==> config.mk <==
export PLATFORM = sky130hd
export DESIGN_NAME = dpwm_top
export DESIGN_NICKNAME = d
export VERILOG_FILES = /design/src/dpwm_top.v
export VERILOG_INCLUDE_DIRS = /design/src
export SDC_FILE = /design/constraint.sdc
export NUM_CORES = 1
export LEC_CHECK = 0
export ABC_AREA = 1
export BUFFER_PORTS_ARGS = -buffer_cell sky130_fd_sc_hd__buf_2
export CELL_PAD_IN_SITES_DETAIL_PLACEMENT = 1
export CELL_PAD_IN_SITES_GLOBAL_PLACEMENT = 1
export CORE_ASPECT_RATIO = 1.2
export CORE_MARGIN = 5
export CORE_UTILIZATION = 40
export CTS_CLUSTER_DIAMETER = 100
export CTS_CLUSTER_SIZE = 28
export DETAILED_ROUTE_END_ITERATION = 10
export GPL_TIMING_DRIVEN = 0
export PLACE_DENSITY = 0.75
export SLEW_MARGIN = 20
export SYNTH_ARGS = -nofsm -noshare
export SYNTH_HDL_FRONTEND = slang
export SYNTH_SLANG_ARGS = --single-unit
==> constraint.sdc <==
create_clock -name sys_clk -period 2.3 [get_ports sys_clk]
set_input_delay 0.345 -clock sys_clk [delete_from_list [all_inputs] [get_ports sys_clk]]
set_output_delay 0.345 -clock sys_clk [all_outputs]
set_load 0.03 [all_outputs]
==> src/dpwm_consts.vh <==
// Purpose: Register offsets, field positions and reset values for the dual generator PWM block.
// Assumes: APB slave with 32-bit data, one aligned word per register.
// Notes: Generator registers repeat with a stride of 0x40.
`ifndef DPWM_CONSTS_VH
`define DPWM_CONSTS_VH
`define DPWM_OFS_CTL 12'h000
`define DPWM_OFS_SYNC 12'h004
`define DPWM_OFS_ENABLE 12'h008
`define DPWM_OFS_INVERT 12'h00c
`define DPWM_OFS_FAULT 12'h010
`define DPWM_OFS_INTEN 12'h014
`define DPWM_OFS_RIS 12'h018
`define DPWM_OFS_ISC 12'h01c
`define DPWM_OFS_STATUS 12'h020
`define DPWM_GEN_BASE0 12'h040
`define DPWM_GEN_BASE1 12'h080
`define DPWM_G_CTL 6'h00
`define DPWM_G_INTEN 6'h04
`define DPWM_G_RIS 6'h08
`define DPWM_G_ISC 6'h0c
`define DPWM_G_LOAD 6'h10
`define DPWM_G_COUNT 6'h14
`define DPWM_G_CMPA 6'h18
`define DPWM_G_CMPB 6'h1c
`define DPWM_G_GENA 6'h20
`define DPWM_G_GENB 6'h24
`define DPWM_G_DBCTL 6'h28
`define DPWM_G_DBRISE 6'h2c
`define DPWM_G_DBFALL 6'h30
// Generator control fields.
`define DPWM_CTL_EN 0
`define DPWM_CTL_UPDN 1
`define DPWM_CTL_DBG_RUN 2
`define DPWM_CTL_LOAD_SYNC 3
`define DPWM_CTL_CMPA_SYNC 4
`define DPWM_CTL_CMPB_SYNC 5
// Action field positions in the generator action registers.
`define DPWM_ACT_ZERO 0
`define DPWM_ACT_LOAD 2
`define DPWM_ACT_AUP 4
`define DPWM_ACT_ADN 6
`define DPWM_ACT_BUP 8
`define DPWM_ACT_BDN 10
`define DPWM_ACTION_NONE 2'h0
`define DPWM_ACTION_TOG 2'h1
`define DPWM_ACTION_LOW 2'h2
`define DPWM_ACTION_HIGH 2'h3
// Event selector: interrupt in bits 5:0, ADC trigger in bits 13:8.
`define DPWM_TRIG_POS 8
`define DPWM_ISC_FAULT 16
`define DPWM_RESET_VAL 32'h00000000
`endif

==> src/dpwm_top.v <==
// Purpose: Two PWM generators with dead-band, event selectors, sync and output control.
// Assumes: One clock, synchronous active-high reset, APB register access.
// Notes: Event bit order everywhere is zero, load, A up, A down, B up, B down.
//
// The APB interface to the registers and the address map are this design's own decisions.
`timescale 1ns/1ps
`include "dpwm_consts.vh"
module dpwm_top #(
  parameter CW = 16
) (
  input wire sys_clk,
  input wire srst,
  input wire psel,
  input wire penable,
  input wire pwrite,
  input wire [11:0] paddr,
  input wire [31:0] pwdata,
  output reg [31:0] prdata,
  output wire pready,
  output wire pslverr,
  input wire fault_in,
  input wire dbg_stall,
  output reg [3:0] pwm_out,
  output wire irq,
  output reg [1:0] adc_trig
);
  wire wr_en = psel & penable & pwrite;
  wire rd_en = psel & penable & ~pwrite;
  assign pready = 1'b1;
  reg [1:0] gsync_q;
  reg [3:0] enable_q;
  reg [3:0] invert_q;
  reg [3:0] fault_q;
  reg [2:0] inten_q;
  reg fault_ris_q;
  reg [5:0] gctl_q [0:1];
  reg [13:0] ginten_q [0:1];
  reg [5:0] gris_q [0:1];
  reg [CW-1:0] load_sh_q [0:1];
  reg [CW-1:0] cmpa_sh_q [0:1];
  reg [CW-1:0] cmpb_sh_q [0:1];
  reg [CW-1:0] load_q [0:1];
  reg [CW-1:0] cmpa_q [0:1];
  reg [CW-1:0] cmpb_q [0:1];
  reg [11:0] gena_q [0:1];
  reg [11:0] genb_q [0:1];
  reg dben_q [0:1];
  reg [11:0] dbrise_q [0:1];
  reg [11:0] dbfall_q [0:1];
  reg [CW-1:0] cnt_q [0:1];
  reg dir_q [0:1];
  reg pend_q [0:1];
  reg pwa_q [0:1];
  reg pwb_q [0:1];
  reg [11:0] dbc_q [0:1];
  reg dba_q [0:1];
  reg dbb_q [0:1];
  reg pin_prev_q [0:1];
  reg zero_seen_q [0:1];
  reg [1:0] sync_rst;
  reg [5:0] ev [0:1];
  reg [3:0] gen_out;
  reg [1:0] live;
  reg [1:0] hit_a;
  reg [1:0] hit_b;
  reg [11:0] db_age [0:1];
  wire gsel = paddr[7];
  wire gacc = (paddr[11:6] == 6'h01) | (paddr[11:6] == 6'h02);
  wire [5:0] goff = paddr[5:0];
  integer g;
  integer gi;
  integer gm;

  // Event decode from the counter state, raw and undelayed.
  always @* begin
    for (gi = 0; gi < 2; gi = gi + 1) begin
      live[gi] = gctl_q[gi][`DPWM_CTL_EN] & ~(dbg_stall & ~gctl_q[gi][`DPWM_CTL_DBG_RUN] & zero_seen_q[gi]);
      hit_a[gi] = (cnt_q[gi] == cmpa_q[gi]) & (cmpa_q[gi] <= load_q[gi]);
      hit_b[gi] = (cnt_q[gi] == cmpb_q[gi]) & (cmpb_q[gi] <= load_q[gi]);
      ev[gi][0] = live[gi] & (cnt_q[gi] == {CW{1'b0}});
      ev[gi][1] = live[gi] & (cnt_q[gi] == load_q[gi]);
      ev[gi][2] = live[gi] & hit_a[gi] & dir_q[gi];
      ev[gi][3] = live[gi] & hit_a[gi] & ~dir_q[gi];
      ev[gi][4] = live[gi] & hit_b[gi] & dir_q[gi];
      ev[gi][5] = live[gi] & hit_b[gi] & ~dir_q[gi];
      // Cycles the first generated output has held its present level.
      db_age[gi] = (pwa_q[gi] != pin_prev_q[gi]) ? 12'h000 : dbc_q[gi];
    end
  end

  function act;
    input cur;
    input [1:0] a;
    begin
      case (a)
        `DPWM_ACTION_TOG: act = ~cur;
        `DPWM_ACTION_LOW: act = 1'b0;
        `DPWM_ACTION_HIGH: act = 1'b1;
        default: act = cur;
      endcase
    end
  endfunction

  function apply;
    input cur;
    input [11:0] gen;
    input [5:0] e;
    input own_b;
    reg v;
    reg m_ok;
    begin
      v = cur;
      m_ok = ~(e[0] | e[1]);
      if (e[0]) v = act(v, gen[`DPWM_ACT_ZERO+:2]);
      if (e[1]) v = act(v, gen[`DPWM_ACT_LOAD+:2]);
      // A for first, B for second
      if (m_ok & ~own_b & e[2]) v = act(v, gen[`DPWM_ACT_AUP+:2]);
      if (m_ok & ~own_b & e[3]) v = act(v, gen[`DPWM_ACT_ADN+:2]);
      if (m_ok & own_b & e[4]) v = act(v, gen[`DPWM_ACT_BUP+:2]);
      if (m_ok & own_b & e[5]) v = act(v, gen[`DPWM_ACT_BDN+:2]);
      apply = v;
    end
  endfunction

  always @(posedge sys_clk) begin
    if (srst) begin
      gsync_q <= 2'h0;
      enable_q <= 4'h0;
      invert_q <= 4'h0;
      fault_q <= 4'h0;
      inten_q <= 3'h0;
      fault_ris_q <= 1'b0;
      sync_rst <= 2'h0;
      adc_trig <= 2'h0;
      for (g = 0; g < 2; g = g + 1) begin
        gctl_q[g] <= 6'h00;
        ginten_q[g] <= 14'h0000;
        gris_q[g] <= 6'h00;
        load_sh_q[g] <= {CW{1'b0}};
        cmpa_sh_q[g] <= {CW{1'b0}};
        cmpb_sh_q[g] <= {CW{1'b0}};
        load_q[g] <= {CW{1'b0}};
        cmpa_q[g] <= {CW{1'b0}};
        cmpb_q[g] <= {CW{1'b0}};
        gena_q[g] <= 12'h000;
        genb_q[g] <= 12'h000;
        dben_q[g] <= 1'b0;
        dbrise_q[g] <= 12'h000;
        dbfall_q[g] <= 12'h000;
        cnt_q[g] <= {CW{1'b0}};
        dir_q[g] <= 1'b0;
        pend_q[g] <= 1'b0;
        pwa_q[g] <= 1'b0;
        pwb_q[g] <= 1'b0;
        dbc_q[g] <= 12'h000;
        dba_q[g] <= 1'b0;
        dbb_q[g] <= 1'b0;
        pin_prev_q[g] <= 1'b0;
        zero_seen_q[g] <= 1'b0;
      end
    end else begin
      sync_rst <= 2'h0;
      if (wr_en & (paddr == `DPWM_OFS_ISC) & pwdata[`DPWM_ISC_FAULT])
        fault_ris_q <= fault_in;
      else if (fault_in)
        fault_ris_q <= 1'b1;
      for (g = 0; g < 2; g = g + 1) begin
        // Counter with stall handling.
        if (sync_rst[g] | ~gctl_q[g][`DPWM_CTL_EN]) begin
          cnt_q[g] <= {CW{1'b0}};
          dir_q[g] <= 1'b0;
          zero_seen_q[g] <= 1'b0;
        end else if (dbg_stall & ~gctl_q[g][`DPWM_CTL_DBG_RUN] & (zero_seen_q[g] | ev[g][0])) begin
          zero_seen_q[g] <= 1'b1;
        end else if (gctl_q[g][`DPWM_CTL_UPDN]) begin
          zero_seen_q[g] <= 1'b0;
          if (ev[g][1] | (cnt_q[g] > load_q[g])) begin
            dir_q[g] <= 1'b0;
            cnt_q[g] <= (cnt_q[g] == {CW{1'b0}}) ? {CW{1'b0}} : cnt_q[g] - 1'b1;
          end else if (ev[g][0]) begin
            dir_q[g] <= 1'b1;
            cnt_q[g] <= cnt_q[g] + 1'b1;
          end else if (dir_q[g])
            cnt_q[g] <= cnt_q[g] + 1'b1;
          else
            cnt_q[g] <= cnt_q[g] - 1'b1;
        end else begin
          zero_seen_q[g] <= 1'b0;
          dir_q[g] <= 1'b0;
          if (ev[g][0] | (cnt_q[g] > load_q[g]))
            cnt_q[g] <= load_q[g];
          else
            cnt_q[g] <= cnt_q[g] - 1'b1;
        end
        if (ev[g][0] & (~gctl_q[g][`DPWM_CTL_LOAD_SYNC] | pend_q[g])) load_q[g] <= load_sh_q[g];
        if (ev[g][0] & (~gctl_q[g][`DPWM_CTL_CMPA_SYNC] | pend_q[g])) cmpa_q[g] <= cmpa_sh_q[g];
        if (ev[g][0] & (~gctl_q[g][`DPWM_CTL_CMPB_SYNC] | pend_q[g])) cmpb_q[g] <= cmpb_sh_q[g];
        // A request that arrives on a zero waits for the following zero.
        if (ev[g][0])
          pend_q[g] <= 1'b0;
        else if (gsync_q[g])
          pend_q[g] <= 1'b1;
        if (~gctl_q[g][`DPWM_CTL_EN]) begin
          load_q[g] <= load_sh_q[g];
          cmpa_q[g] <= cmpa_sh_q[g];
          cmpb_q[g] <= cmpb_sh_q[g];
        end
        pwa_q[g] <= apply(pwa_q[g], gena_q[g], ev[g], 1'b0);
        pwb_q[g] <= apply(pwb_q[g], genb_q[g], ev[g], 1'b1);
        pin_prev_q[g] <= pwa_q[g];
        if (pwa_q[g] != pin_prev_q[g])
          dbc_q[g] <= 12'h001;
        else if (dbc_q[g] != 12'hfff)
          dbc_q[g] <= dbc_q[g] + 1'b1;
        // Each output rises only once the level is old enough; falling edges pass at once.
        dba_q[g] <= pwa_q[g] & (db_age[g] >= dbrise_q[g]);
        dbb_q[g] <= ~pwa_q[g] & (db_age[g] >= dbfall_q[g]);
        if (wr_en & gacc & (gsel == g[0]) & (goff == `DPWM_G_ISC))
          gris_q[g] <= (gris_q[g] & ~pwdata[5:0]) | (ev[g] & ginten_q[g][5:0]);
        else
          gris_q[g] <= gris_q[g] | (ev[g] & ginten_q[g][5:0]);
        adc_trig[g] <= |(ev[g] & ginten_q[g][`DPWM_TRIG_POS+:6]);
      end
      if (ev[0][0] & pend_q[0]) gsync_q[0] <= 1'b0;
      if (ev[1][0] & pend_q[1]) gsync_q[1] <= 1'b0;
      if (wr_en) begin
        case (paddr)
          `DPWM_OFS_CTL: gsync_q <= gsync_q | pwdata[1:0];
          `DPWM_OFS_SYNC: sync_rst <= pwdata[1:0];
          `DPWM_OFS_ENABLE: enable_q <= pwdata[3:0];
          `DPWM_OFS_INVERT: invert_q <= pwdata[3:0];
          `DPWM_OFS_FAULT: fault_q <= pwdata[3:0];
          `DPWM_OFS_INTEN: inten_q <= {pwdata[16], pwdata[1:0]};
          default: ;
        endcase
        if (gacc) begin
          case (goff)
            `DPWM_G_CTL: gctl_q[gsel] <= pwdata[5:0];
            `DPWM_G_INTEN: ginten_q[gsel] <= {pwdata[13:8], 2'h0, pwdata[5:0]};
            `DPWM_G_LOAD: load_sh_q[gsel] <= pwdata[CW-1:0];
            `DPWM_G_CMPA: cmpa_sh_q[gsel] <= pwdata[CW-1:0];
            `DPWM_G_CMPB: cmpb_sh_q[gsel] <= pwdata[CW-1:0];
            `DPWM_G_GENA: gena_q[gsel] <= pwdata[11:0];
            `DPWM_G_GENB: genb_q[gsel] <= pwdata[11:0];
            `DPWM_G_DBCTL: dben_q[gsel] <= pwdata[0];
            `DPWM_G_DBRISE: dbrise_q[gsel] <= pwdata[11:0];
            `DPWM_G_DBFALL: dbfall_q[gsel] <= pwdata[11:0];
            default: ;
          endcase
        end
      end
    end
  end

  wire [1:0] gen_irq = {|(gris_q[1] & ginten_q[1][5:0]), |(gris_q[0] & ginten_q[0][5:0])};
  wire [2:0] ris = {fault_ris_q, |gris_q[1], |gris_q[0]};
  assign irq = |({fault_ris_q, gen_irq} & inten_q);
  assign pslverr = 1'b0;

  always @* begin
    for (gm = 0; gm < 2; gm = gm + 1) begin
      gen_out[2*gm] = dben_q[gm] ? dba_q[gm] : pwa_q[gm];
      gen_out[2*gm+1] = dben_q[gm] ? dbb_q[gm] : pwb_q[gm];
    end
  end

  always @(posedge sys_clk) begin
    if (srst)
      pwm_out <= 4'h0;
    else
      pwm_out <= (gen_out & enable_q & ~({4{fault_in}} & fault_q)) ^ invert_q;
  end

  always @* begin
    prdata = 32'h00000000;
    if (rd_en) begin
      case (paddr)
        `DPWM_OFS_CTL: prdata = {30'h0, gsync_q};
        `DPWM_OFS_ENABLE: prdata = {28'h0, enable_q};
        `DPWM_OFS_INVERT: prdata = {28'h0, invert_q};
        `DPWM_OFS_FAULT: prdata = {28'h0, fault_q};
        `DPWM_OFS_INTEN: prdata = {15'h0, inten_q[2], 14'h0, inten_q[1:0]};
        `DPWM_OFS_RIS: prdata = {15'h0, ris[2], 14'h0, ris[1:0]};
        `DPWM_OFS_ISC: prdata = {15'h0, ris[2] & inten_q[2], 14'h0, gen_irq & inten_q[1:0]};
        `DPWM_OFS_STATUS: prdata = {31'h0, fault_in};
        default: ;
      endcase
      if (gacc) begin
        case (goff)
          `DPWM_G_CTL: prdata = {26'h0, gctl_q[gsel]};
          `DPWM_G_INTEN: prdata = {18'h0, ginten_q[gsel][13:8], 2'h0, ginten_q[gsel][5:0]};
          `DPWM_G_RIS: prdata = {26'h0, gris_q[gsel]};
          `DPWM_G_ISC: prdata = {26'h0, gris_q[gsel] & ginten_q[gsel][5:0]};
          `DPWM_G_LOAD: prdata = {{(32-CW){1'b0}}, load_sh_q[gsel]};
          `DPWM_G_COUNT: prdata = {{(32-CW){1'b0}}, cnt_q[gsel]};
          `DPWM_G_CMPA: prdata = {{(32-CW){1'b0}}, cmpa_sh_q[gsel]};
          `DPWM_G_CMPB: prdata = {{(32-CW){1'b0}}, cmpb_sh_q[gsel]};
          `DPWM_G_GENA: prdata = {20'h0, gena_q[gsel]};
          `DPWM_G_GENB: prdata = {20'h0, genb_q[gsel]};
          `DPWM_G_DBCTL: prdata = {31'h0, dben_q[gsel]};
          `DPWM_G_DBRISE: prdata = {20'h0, dbrise_q[gsel]};
          `DPWM_G_DBFALL: prdata = {20'h0, dbfall_q[gsel]};
          default: ;
        endcase
      end
    end
  end
endmodule // dpwm_top

### Yosys cells after proc, flatten, opt, wreduce, memory -nomap -nowiden

Memory sizes are Yosys's and may differ from the RTL's.
Cells that the tools add are included.

* output and inout port bits: 41
* memories kept: 24
* input port bits: 51
* register bits after elaboration: 26
* memory bits (writable): 410
* word-level logic and storage cells: 745

Memories
* cmpa_q: depth 2, width 16, read ports 2, clocked after Yosys merged registers in 0, wr ports 2, line dpwm_top.v:43 `reg [CW-1:0] cmpa_q [0:1];`
* cmpa_sh_q: depth 2, width 16, read ports 3, clocked after Yosys merged registers in 0, wr ports 2, line dpwm_top.v:40 `reg [CW-1:0] cmpa_sh_q [0:1];`
* cmpb_q: depth 2, width 16, read ports 2, clocked after Yosys merged registers in 0, wr ports 2, line dpwm_top.v:44 `reg [CW-1:0] cmpb_q [0:1];`
* cmpb_sh_q: depth 2, width 16, read ports 3, clocked after Yosys merged registers in 0, wr ports 2, line dpwm_top.v:41 `reg [CW-1:0] cmpb_sh_q [0:1];`
* cnt_q: depth 2, width 16, read ports 3, clocked after Yosys merged registers in 0, wr ports 2, line dpwm_top.v:50 `reg [CW-1:0] cnt_q [0:1];`
* load_q: depth 2, width 16, read ports 2, clocked after Yosys merged registers in 0, wr ports 2, line dpwm_top.v:42 `reg [CW-1:0] load_q [0:1];`
* +18 memories

* multiplexer cells: 391
* bitwise operators: 198
* add/sub/neg operators: 6
* reduce and logical (&&, ||, !) cells: 27
* eq/ne operators: 80
* magnitude comparators: 10

Operator list (number)
* $mux 16: 31
* $pmux 32 s13: 1
* $mux 1: 322
* $pmux 17 s8: 1
* $mux 12: 11
* $eq 16x16->1: 6
* $or 1x1->1: 81
* $eq 2x2->1 const B: 32
* $le 16x16->1: 4
* $mux 32: 2
* $reduce_or 12->1: 5
* $and 1x1->1: 59
* $and 6x6->6: 9
* $eq 12x5->1 const B: 4
* $ge 12x12->1: 4
* $pmux 1 s3: 16
* $reduce_or 16->1: 3
* $reduce_or 6->1: 7
* $not 1->1: 36
* $add 16x1->16 const B: 2
* $eq 2x1->1 const B: 16
* $gt 16x16->1: 2
* $logic_not 16->1: 2
* $sub 16x1->16 const B: 2
* 28 further kinds: 54

### Depth between registers and ports, before layout

Gate-level depths: netlist (run 1).
An unclocked memory read counts as a cell.

* depth in word-level cells: 22
* gate-level depth with buffers: 20
* depth with buffers taken out: 20

### Worst setup path before layout (run 1)

Ideal clock, no wire load.

* kind: in2out
* from: input paddr[1]
* to: output prdata[0]
* path buffers: 0
* setup slack: -224 ps
* cell stages on the path: 9
* arrival: 2179 ps
* cells stage by stage: nor2_4 -> nand3_1 -> nor2_1 -> inv_2 -> nor2_1 -> nor4_1 -> nand3_1 -> nand3_1 -> o21ai_0

* longest elaborated chain between the ends: 5

Ends and longest elaborated chain
* from (decl): line dpwm_top.v:16 `input wire [11:0] paddr,`
* $eq 12x6->1 (tied with other cells): line dpwm_top.v:277 `case (paddr)`
* $pmux 17 s8: line dpwm_top.v:277
* $pmux 32 s13: line dpwm_top.v:289 `case (goff)`
* $mux 32 (*): line dpwm_top.v:288 `if (gacc) begin`
* $mux 32 (*): line dpwm_top.v:276 `if (rd_en) begin`
* to (decl): line dpwm_top.v:18 `output reg [31:0] prdata,`

Every way passes the cells marked *; elsewhere a longest branch is shown, timed or not.

==> results of run 1 <==
power groups by stage:
stage | registers [mW] | clock network (mW) | logic, mW
floorplan | 10.5 | 0 | 9.34
finish | 10.8 | 4.85 | 21.2
global placement | 11.0 | 0 | 12.8
CTS | 10.7 | 4.76 | 15.6
global route | 10.9 | 5.05 | 22.2
detailed placement | 11.0 | 0 | 13.2
metrics by stage:
| step | area [µm²] | power, mW |
|---|---|---|
| after detailed placement | 29300 | 24.2 |
| after CTS | 33200 | 31.1 |
| final | 37200 | 36.9 |
| after floorplan | 27900 | 19.8 |
| after global placement | 29300 | 23.8 |
| after global routing | 37200 | 38.1 |
Yosys cell counts, types with 5 or more instances:
| cell | instances | area share |
|---|---|---|
| a2111oi_0 | 6 | 0.0019 |
| a211oi_1 | 13 | 0.0035 |
| a21o_1 | 8 | 0.0022 |
| a21oi_1 | 188 | 0.034 |
| a22oi_1 | 7 | 0.0019 |
| a31oi_1 | 14 | 0.0032 |
| buf_2 | 29 | 0.0052 |
| buf_4 | 27 | 0.0073 |
| buf_6 | 13 | 0.0053 |
| clkbuf_1 | 68 | 0.0092 |
| clkinv_1 | 6 | 0.00081 |
| dfxtp_1 | 37 | 0.027 |
| edfxtp_1 | 399 | 0.43 |
| ha_1 | 151 | 0.068 |
| inv_1 | 430 | 0.058 |
| inv_2 | 15 | 0.0020 |
| nand2_1 | 683 | 0.093 |
| nand2_2 | 14 | 0.0032 |
| nand2_4 | 6 | 0.0024 |
| nand3_1 | 165 | 0.030 |
| nand3_2 | 5 | 0.0018 |
| nand4_1 | 48 | 0.011 |
| nor2_1 | 534 | 0.072 |
| nor2_2 | 24 | 0.0054 |
| nor2_4 | 14 | 0.0057 |
| nor3_1 | 34 | 0.0061 |
| nor3_2 | 6 | 0.0022 |
| nor3b_1 | 8 | 0.0022 |
| nor4_1 | 10 | 0.0023 |
| o2111ai_1 | 8 | 0.0025 |
| o21a_1 | 13 | 0.0035 |
| o21ai_0 | 176 | 0.032 |
| o21ai_1 | 7 | 0.0013 |
| o22ai_1 | 18 | 0.0041 |
| o31ai_1 | 5 | 0.0014 |
| or2_2 | 11 | 0.0025 |
| xnor2_1 | 48 | 0.015 |
| xor2_1 | 54 | 0.017 |
path summary, 6_finish.rpt:
path	slack, ns	to	depth (start not counted)	startpoint
worst max-delay path	-0.53	prdata[0]	9	cnt_q[1][0]
worst min-delay path	0.07	fault_ris_q	3	fault_in
worst max register to register	-0.52	cnt_q[1][6]	16	cnt_q[1][5]
worst min register to register	0.49	inten_q[1]	2	inten_q[1]
flip-flops by register name, summed over array words and instances (netlist names), 24 cells and up:
register	flops
dbrise_q	24
cmpb_sh_q	32
cmpb_q	32
cnt_q	32
load_q	32
ginten_q	24
genb_q	24
load_sh_q	32
cmpa_q	32
dbc_q	24
gena_q	24
cmpa_sh_q	32
dbfall_q	24
what timing repair did:
action / 4_1_cts / 5_1_grt
gates cloned: 6 / 12
endpoints found under the setup margin: 632 / 558
pin swaps: 102 / 226
buffers inserted: 123 / 160
endpoints found under the hold margin: 0 / 0
gates resized for setup: 580 / 712
cell type report:
class | count | area [µm²]
fill | 7847 | 31400
multi-input combinational | 2363 | 16300
sequential | 436 | 12700
timing repair buffer | 350 | 3240
inverter | 456 | 1900
buffer | 143 | 1220
tap | 909 | 1140
clock buffer | 30 | 559
clock inverter | 7 | 93.8
antenna | 1 | 2.50
layer usage:
| metal | part of all wire | routed length, µm | GRT usage |
|---|---|---|---|
| met1 | 0.34 | 48500 | 0.376 |
| met2 | 0.47 | 66400 | 0.560 |
| met3 | 0.081 | 11400 | 0.0386 |
| met4 | 0.11 | 14800 | 0.245 |
| met5 | 0 | 0 | 0 |
critical path: cells and delay by family, from the launching register on:
family,cells,cell delay (ns)
AOI/OAI and AO/OA,3,0.40
buffers and inverters,4,0.63
DFF,1,0.42
and+or+nand+nor,2,0.41
cells by family after synthesis:
family                     synth area share
and+or+nand+nor                       0.249
adders and majority gates            0.0682
DFF                                   0.459
AOI/OAI and AO/OA                    0.0992
other                              0.000271
xor gates and xnor gates             0.0323
muxes                               0.00154
buffers and inverters                0.0903
==> flow_summary.toml, run 1 <==
[outcome]
status = "complete, but fails checks"
violations = "negative setup slack"

[pwr]
peakVddDrop_mv = 0.543
switching_power_mw = 17.2
swShare = 0.467
power_frac_seq = 0.294
power_leakage_nw = 15.8
p_comb_frac = 0.574
p_per_area_nw_per_um2 = 992
pwr-share-clk = 0.132
internal_power_mw = 19.7

[clock_tree]
cts_num_sinks = 436
clock_latency_ns = 0.63
cts_tree = "built"
path_clk_slew_ns = 0.12
cts_buffers = 21
cts_root_buffer = "clkbuf_16"
htree_num_levels = 1
cts_hold_buf = 0
clockBufferDepth = 3

[sta]
setup_viol = 304
clock_skew_ns = 0.0355
drv_slew = 0
fin_crit_ns = 2.83
setup_tns_ns = -63.66
rsz0062_at_grt = "yes"
fin_crit_sh = 1.23
fin_ws_ns = -0.526
slew_headroom = 0.226
hold_violations = 0
whs_ns = 0.0680
tightest_slew_ns = 1.16
clock.fmax_mhz = 354

[worst_setup_path]
worst_setup_path_end_kind = "output pin"
cp.required_ns = 1.96
worstPathCellList = "clkbuf_8 -> clkinvlp_4 -> buf_12 -> a21oi_2 -> nor4_4 -> nand4_1 -> o21ai_2 -> o21ai_1 -> buf_4"
crit_path_max_fanout = 3
worst_path_max_delay_cell = "edfxtp_1"
max_stage_delay_ns = 0.42
arrival_ns = 2.48
crit_path_start_kind = "register"
path_class = "register to output pin"

[place]
port_buffers = 57
gp_congestion = 1.02
hpwl_mm = 96.4
dp_worst_setup_slack_ns = -1.88
dp_cells = 4359

[global_routing]
grt_pass1_vias = 26800
grt.total_usage = 0.328
grt_pass1_wl_mm = 180
grt_overflow = 0
antenna_found_initial = 1
grt_start_max_net_pins = 30

[cells_and_area]
syn2layout_area_growth_pct = 34.2
finish.utilization = 0.542
drive_above_1_share = 0.334
fin_cells = 4695
layout_common_cells = "nand2_1, nor2_1, edfxtp_1"
final_common_cell = "nand2_1"
nets = 3973

[floorplan]
die_area_um2 = 74600
start_util = 0.404
num_rows = 105
ios = 92
core-area_um2 = 68600
die_width_um = 250
die_h_um = 298

[drt]
first_pass_iters = 5
viasPerCell = 5.96
ant_nets = 0
vias = 28000
drt_iter0_drc = 2692
wl_mm = 141
wire_per_inst_um = 30.0
drc_errors = 0

[logic_synthesis]
ys_types = 68
ys_seq_elements = 436
synth_edf_count = 399
synth-seq-area-share = 0.459
ys.flop_type = "edfxtp_1"
yosys_warnings = 0
async_reset_ff_frac = 0
syn_inst = 3363
synth_area_um2 = 27700
avgSynthCellArea_um2 = 8.24

[min_path]
hold_path_class = "primary input to register"

[job]
drv_cap = 0
No activity file was read; power rests on OpenSTA's default activity.
==> inputs of run 2 (changes only) <==
==> constraint.sdc (replaced) <==
create_clock -name sys_clk -period 2.29 [get_ports sys_clk]
set_input_delay 0.3435 -clock sys_clk [delete_from_list [all_inputs] [get_ports sys_clk]]
set_output_delay 0.3435 -clock sys_clk [all_outputs]
set_load 0.03 [all_outputs]
==> run 2 against run 1 <==
  * The flow still finishes with violations (negative setup slack)
  * Clock power increased by 7.2%
  * Combinational power shrank 6%
  * Sequential share of layout area increased by 0.60 points
  * Final cell count fell by 0.47%
  * Wire length down 2.3%
  * Via count down 1.5%
  * Utilization decreased by 0.93 points
  * First-iteration DRC count fell by 3.6%
  * Non-clock buffer count shrank 23
  * Sequential cell count did not move
==> flow_summary.toml, run 2 (synthesized netlist as in run 1, its figures left out) <==
[job]
drv_cap = 0

[worst_setup_path]
reg2reg_depth = 16
max_stage_delay_ns = 0.47
crit_family = "simple AND/OR/NAND/NOR gates"
r2r_start = "load_q[1][7]"
worst_path_max_delay_cell = "edfxtp_1"
path_class = "register to register"
worst_setup_path_end_kind = "register"
arrival_ns = 3.46
worstSetupPathDepth = 16
cp.required_ns = 2.66
crit_path_start_kind = "register"
crit_path_max_fanout = 7
worstPathCellList = "inv_2 -> ha_4 -> nand4_1 -> or2_0 -> nand3_1 -> nand2_1 -> nand2_2 -> nand2_4 -> buf_6 -> nand4_4 -> nand2_4 -> buf_6 -> o21ai_2 -> nand2_1 -> o21ai_2 -> nor2_1"
critPathBufInv = 3
timing.critical_path.from = "load_q[1][7]"

[global_routing]
grt_pass1_vias = 27400
grt_overflow = 0
grt_pass1_wl_mm = 182
grt_start_max_net_pins = 30
antenna_found_initial = 3
grt.total_usage = 0.331

[clock_tree]
cts_hold_buf = 0
path_clk_slew_ns = 0.12
htree_num_levels = 1
clockBufferDepth = 3
clock_latency_ns = 0.61
cts_buffers = 22
cts_root_buffer = "clkbuf_16"
cts_tree = "built"
cts_num_sinks = 436

[place]
placement.cell_area_um2 = 29300
port_buffers = 57
gp_congestion = 1.05
hpwl_mm = 96.5

[drt]
wl_mm = 138
ant_nets = 0
vias = 27500
drc_errors = 0
drt_iter0_drc = 2594
wire_per_inst_um = 29.5
viasPerCell = 5.89
first_pass_iters = 5

[pwr]
power_leakage_nw = 15.5
peakVddDrop_mv = 0.627
p_per_area_nw_per_um2 = 986
power.total_mw = 36.0

[cells_and_area]
layout_common_cells = "nand2_1, nor2_1, edfxtp_1"
syn2layout_area_growth_pct = 31.9
n_fill_cell = 7913
finish.utilization = 0.533
final-seq-area_um2 = 12700
multi_input_area_um2 = 15900
final_common_cell = "nand2_1"
nets = 3948
fin_area_um2 = 36500
drive_above_1_share = 0.305

[min_path]
hp-start = "pwdata[16]"
hold_path_class = "primary input to register"
hold_depth = 3

[sta]
clock.fmax_mhz = 324
whs_ns = 0.0255
rsz0062_at_grt = "yes"
hold_violations = 0
tightest_slew_ns = 1.31
slew_headroom = 0.125
drv_slew = 0
fin_crit_sh = 1.35
fin_crit_ns = 3.09
fin_ws_ns = -0.798
setup_viol = 385
clock_skew_ns = 0.0335

[floorplan]
ios = 92
start_util = 0.404
die_h_um = 298
num_rows = 105
core-area_um2 = 68600
die_width_um = 250
die_area_um2 = 74600

[outcome]
violations = "negative setup slack"
status = "complete, but fails checks"
[run 2: worst min-delay path: stages]
cell and delay, ns:
buf_2 0.08, o21ai_0 0.07, a21oi_1 0.10
[run 2: repair_timing]
item                       CTS  global route
resized for setup          685           436
cloned                       9             5
pin swaps                  164           203
setup endpoints to repair  621           549
setup buffers              173           101
hold endpoints to repair     0             0
[run 2: power breakdown]
| group | switching [mW] | internal [mW] |
|---|---|---|
| Clock | 3.06 | 2.14 |
| Combinational | 12.4 | 7.49 |
| Sequential | 1.02 | 9.88 |
[run 2: final timing paths]
path | to | slack (ns)
max | cnt_q[1][2] | -0.80
min | inten_q[2] | 0.03
max reg2reg | cnt_q[1][2] | -0.80
min reg2reg | enable_q[2] | 0.49
[run 2: metal layers]
| metal | global-route usage | wire length (µm) | part of all wire |
|---|---|---|---|
| met5 | 0 | 14 | 0.00010 |
| met1 | 0.375 | 47700 | 0.35 |
| met2 | 0.560 | 64200 | 0.47 |
| met4 | 0.256 | 14900 | 0.11 |
| met3 | 0.0507 | 10900 | 0.079 |
[run 2: through the flow]
stage                     setup TNS [ns]  cells  setup slack (ns)
after CTS                         -51.84   4577            -0.469
after floorplan                  -0.0833   3392           -0.0592
after detailed placement         -679.09   4358             -1.76
after global routing              -88.02   4671            -0.862
after global placement           -658.23   4358             -1.76
final                             -67.84   4673            -0.798
[run 2: area by class of cell]
type / instances / share of cell area
Antenna cell: 2 / 0.000137
Buffer: 141 / 0.0321
Clock buffer: 33 / 0.0182
Clock inverter: 7 / 0.00295
Inverter: 456 / 0.0517
Multi-Input combinational cell: 2360 / 0.434
Sequential cell: 436 / 0.349
Tap cell: 909 / 0.0311
Timing Repair Buffer: 329 / 0.0810
==> inputs of run 3 (changes only) <==
--- a/config.mk
+++ b/config.mk
@@ -18,6 +18,7 @@
 export DETAILED_ROUTE_END_ITERATION = 10
 export GPL_TIMING_DRIVEN = 0
 export PLACE_DENSITY = 0.75
+export REMOVE_ABC_BUFFERS = 1
 export SLEW_MARGIN = 20
 export SYNTH_ARGS = -nofsm -noshare
 export SYNTH_HDL_FRONTEND = slang
==> run 3 against run 2 <==
  * The flow still finishes with violations (negative setup slack)
  * Die area unchanged
  * Hold slack better by 0.026 ns
  * Utilization down 1.2 points
  * Combinational power about the same
  * Worst setup slack better by 0.20 ns
  * Highest routed layer unchanged
==> flow_summary.toml, run 3 (synthesized netlist as in run 1, its figures left out) <==
[outcome]
status = "complete, but fails checks"
violations = "negative setup slack"

[global_routing]
grt_pass1_wl_mm = 165
antenna_found_initial = 2
grt.total_usage = 0.290
grt_start_max_net_pins = 83
grt_pass1_vias = 26400
grt_overflow = 0

[sta]
whs_ns = 0.0518
tightest_slew_ns = 1.35
fin_crit_sh = 1.26
clock_skew_ns = 0.0197
hold_violations = 0
drv_slew = 0
fin_crit_ns = 2.89
rsz0062_at_grt = "yes"
clock.fmax_mhz = 346
fin_ws_ns = -0.603
slew_headroom = 0.0984
setup_tns_ns = -73.31
setup_viol = 388

[drt]
drt_iter0_drc = 2907
vias = 27500
first_pass_iters = 5
wire_per_inst_um = 27.8
drc_errors = 0
ant_nets = 0
viasPerCell = 5.99
wl_mm = 127

[cells_and_area]
fin_cells = 4587
nets = 3868
final_common_cell = "nand2_1"
layout_common_cells = "nand2_1, nor2_1, edfxtp_1"
fin_area_um2 = 35700
finish.utilization = 0.521
syn2layout_area_growth_pct = 28.9
drive_above_1_share = 0.288

[clock_tree]
cts_tree = "built"
path_clk_slew_ns = 0.13
htree_num_levels = 1
cts_hold_buf = 0
cts_buffers = 20
cts_num_sinks = 436
clockBufferDepth = 3
clock_latency_ns = 0.60
cts_root_buffer = "clkbuf_16"

[worst_setup_path]
crit_path_start_kind = "register"
arrival_ns = 3.35
path_class = "register to register"
cp.required_ns = 2.75
worst_setup_path_end_kind = "register"
crit_path_max_fanout = 6

[pwr]
power_leakage_nw = 15.1
peakVddDrop_mv = 0.898
switching_power_mw = 16.4
power_frac_seq = 0.305
internal_power_mw = 19.0
pwr-share-clk = 0.131
p_per_area_nw_per_um2 = 993
p_comb_frac = 0.563
swShare = 0.463

[place]
dp_cells = 4222
gp_congestion = 0.948
port_buffers = 59
hpwl_mm = 78.2
placement.cell_area_um2 = 28600

[floorplan]
ios = 92
die_area_um2 = 74600
start_util = 0.404
die_width_um = 250
core-area_um2 = 68600
num_rows = 105
die_h_um = 298

[min_path]
hold_path_class = "primary input to register"

[job]
drv_cap = 0
## run 3: cell types whose count changed in the layout (fill, tap and decap cells not counted), moves of 12 or more
cell / before / now
buf_6: 103 / 65
clkbuf_1: 39 / 8
buf_4: 219 / 241
nor2_4: 74 / 96
o21ai_0: 97 / 119
nor2_2: 62 / 45
o21ai_1: 41 / 24
inv_1: 353 / 366
inv_2: 61 / 48
nand2_4: 43 / 30
clkbuf_2: 13 / 1
## run 3: repair_timing
action	4_1_cts	5_1_grt
gates resized for setup	480	457
setup buffers	189	128
pin swaps	114	163
gates cloned	13	7
endpoints found under the setup margin	704	464
## run 3: area by class of cell
| type | instances | area, µm² |
|---|---|---|
| antenna | 2 | 5.00 |
| fill | 7919 | 32900 |
| clock inverter | 3 | 43.8 |
| tap | 909 | 1140 |
| multi-input combinational | 2366 | 15800 |
| clock buffer | 29 | 556 |
| timing repair inverter | 2 | 13.8 |
| timing repair buffer | 384 | 3530 |
| inverter | 456 | 1910 |
| sequential | 436 | 12700 |
## run 3: final timing paths
| path | from | end | slack [ns] | cells after the start |
|---|---|---|---|---|
| worst max-delay path | load_q[1][7] | cnt_q[1][3] | -0.60 | 16 |
| worst min-delay path | pwdata[16] | inten_q[2] | 0.05 | 3 |
| worst max register to register | load_q[1][7] | cnt_q[1][3] | -0.60 | 16 |
| worst min register to register | enable_q[2] | enable_q[2] | 0.49 | 2 |
## run 3: critical path, stage by stage, from the launching register on
cell	delay (ns)
edfxtp_1	0.49
inv_2	0.14
ha_1	0.29
nand2_1	0.13
inv_1	0.08
nor2_1	0.13
o21a_1	0.19
nand3_2	0.11
nand2_2	0.07
nand2_2	0.06
nand2_4	0.09
buf_4	0.13
nand4_4	0.16
clkbuf_16	0.22
o21ai_0	0.20
nand2_1	0.13
a21oi_2	0.14
## run 3: power by group through the flow
stage / clock network (mW) / registers, mW / logic (mW)
global route: 4.86 / 10.9 / 21.0
floorplan: 0 / 10.9 / 8.59
finish: 4.65 / 10.8 / 20.0
detailed placement: 0 / 11.5 / 11.7
CTS: 4.59 / 10.8 / 15.6
global placement: 0 / 11.5 / 11.3
## run 3: metal layers
metal  up-vias  part of all wire  GRT usage
met5         -           0.00011          0
met4         2             0.094      0.171
met3       611             0.081     0.0399
met2      1674              0.48      0.514
met1     13500              0.34      0.331
li1      11700                 -          -
## run 3: metrics by stage
stage	total power [mW]	worst slack (ns)
after floorplan	19.5	-1.55
after global placement	22.9	-6.58
after detailed placement	23.2	-1.88
after CTS	31.0	-0.617
after global routing	36.7	-0.620
final	35.5	-0.603
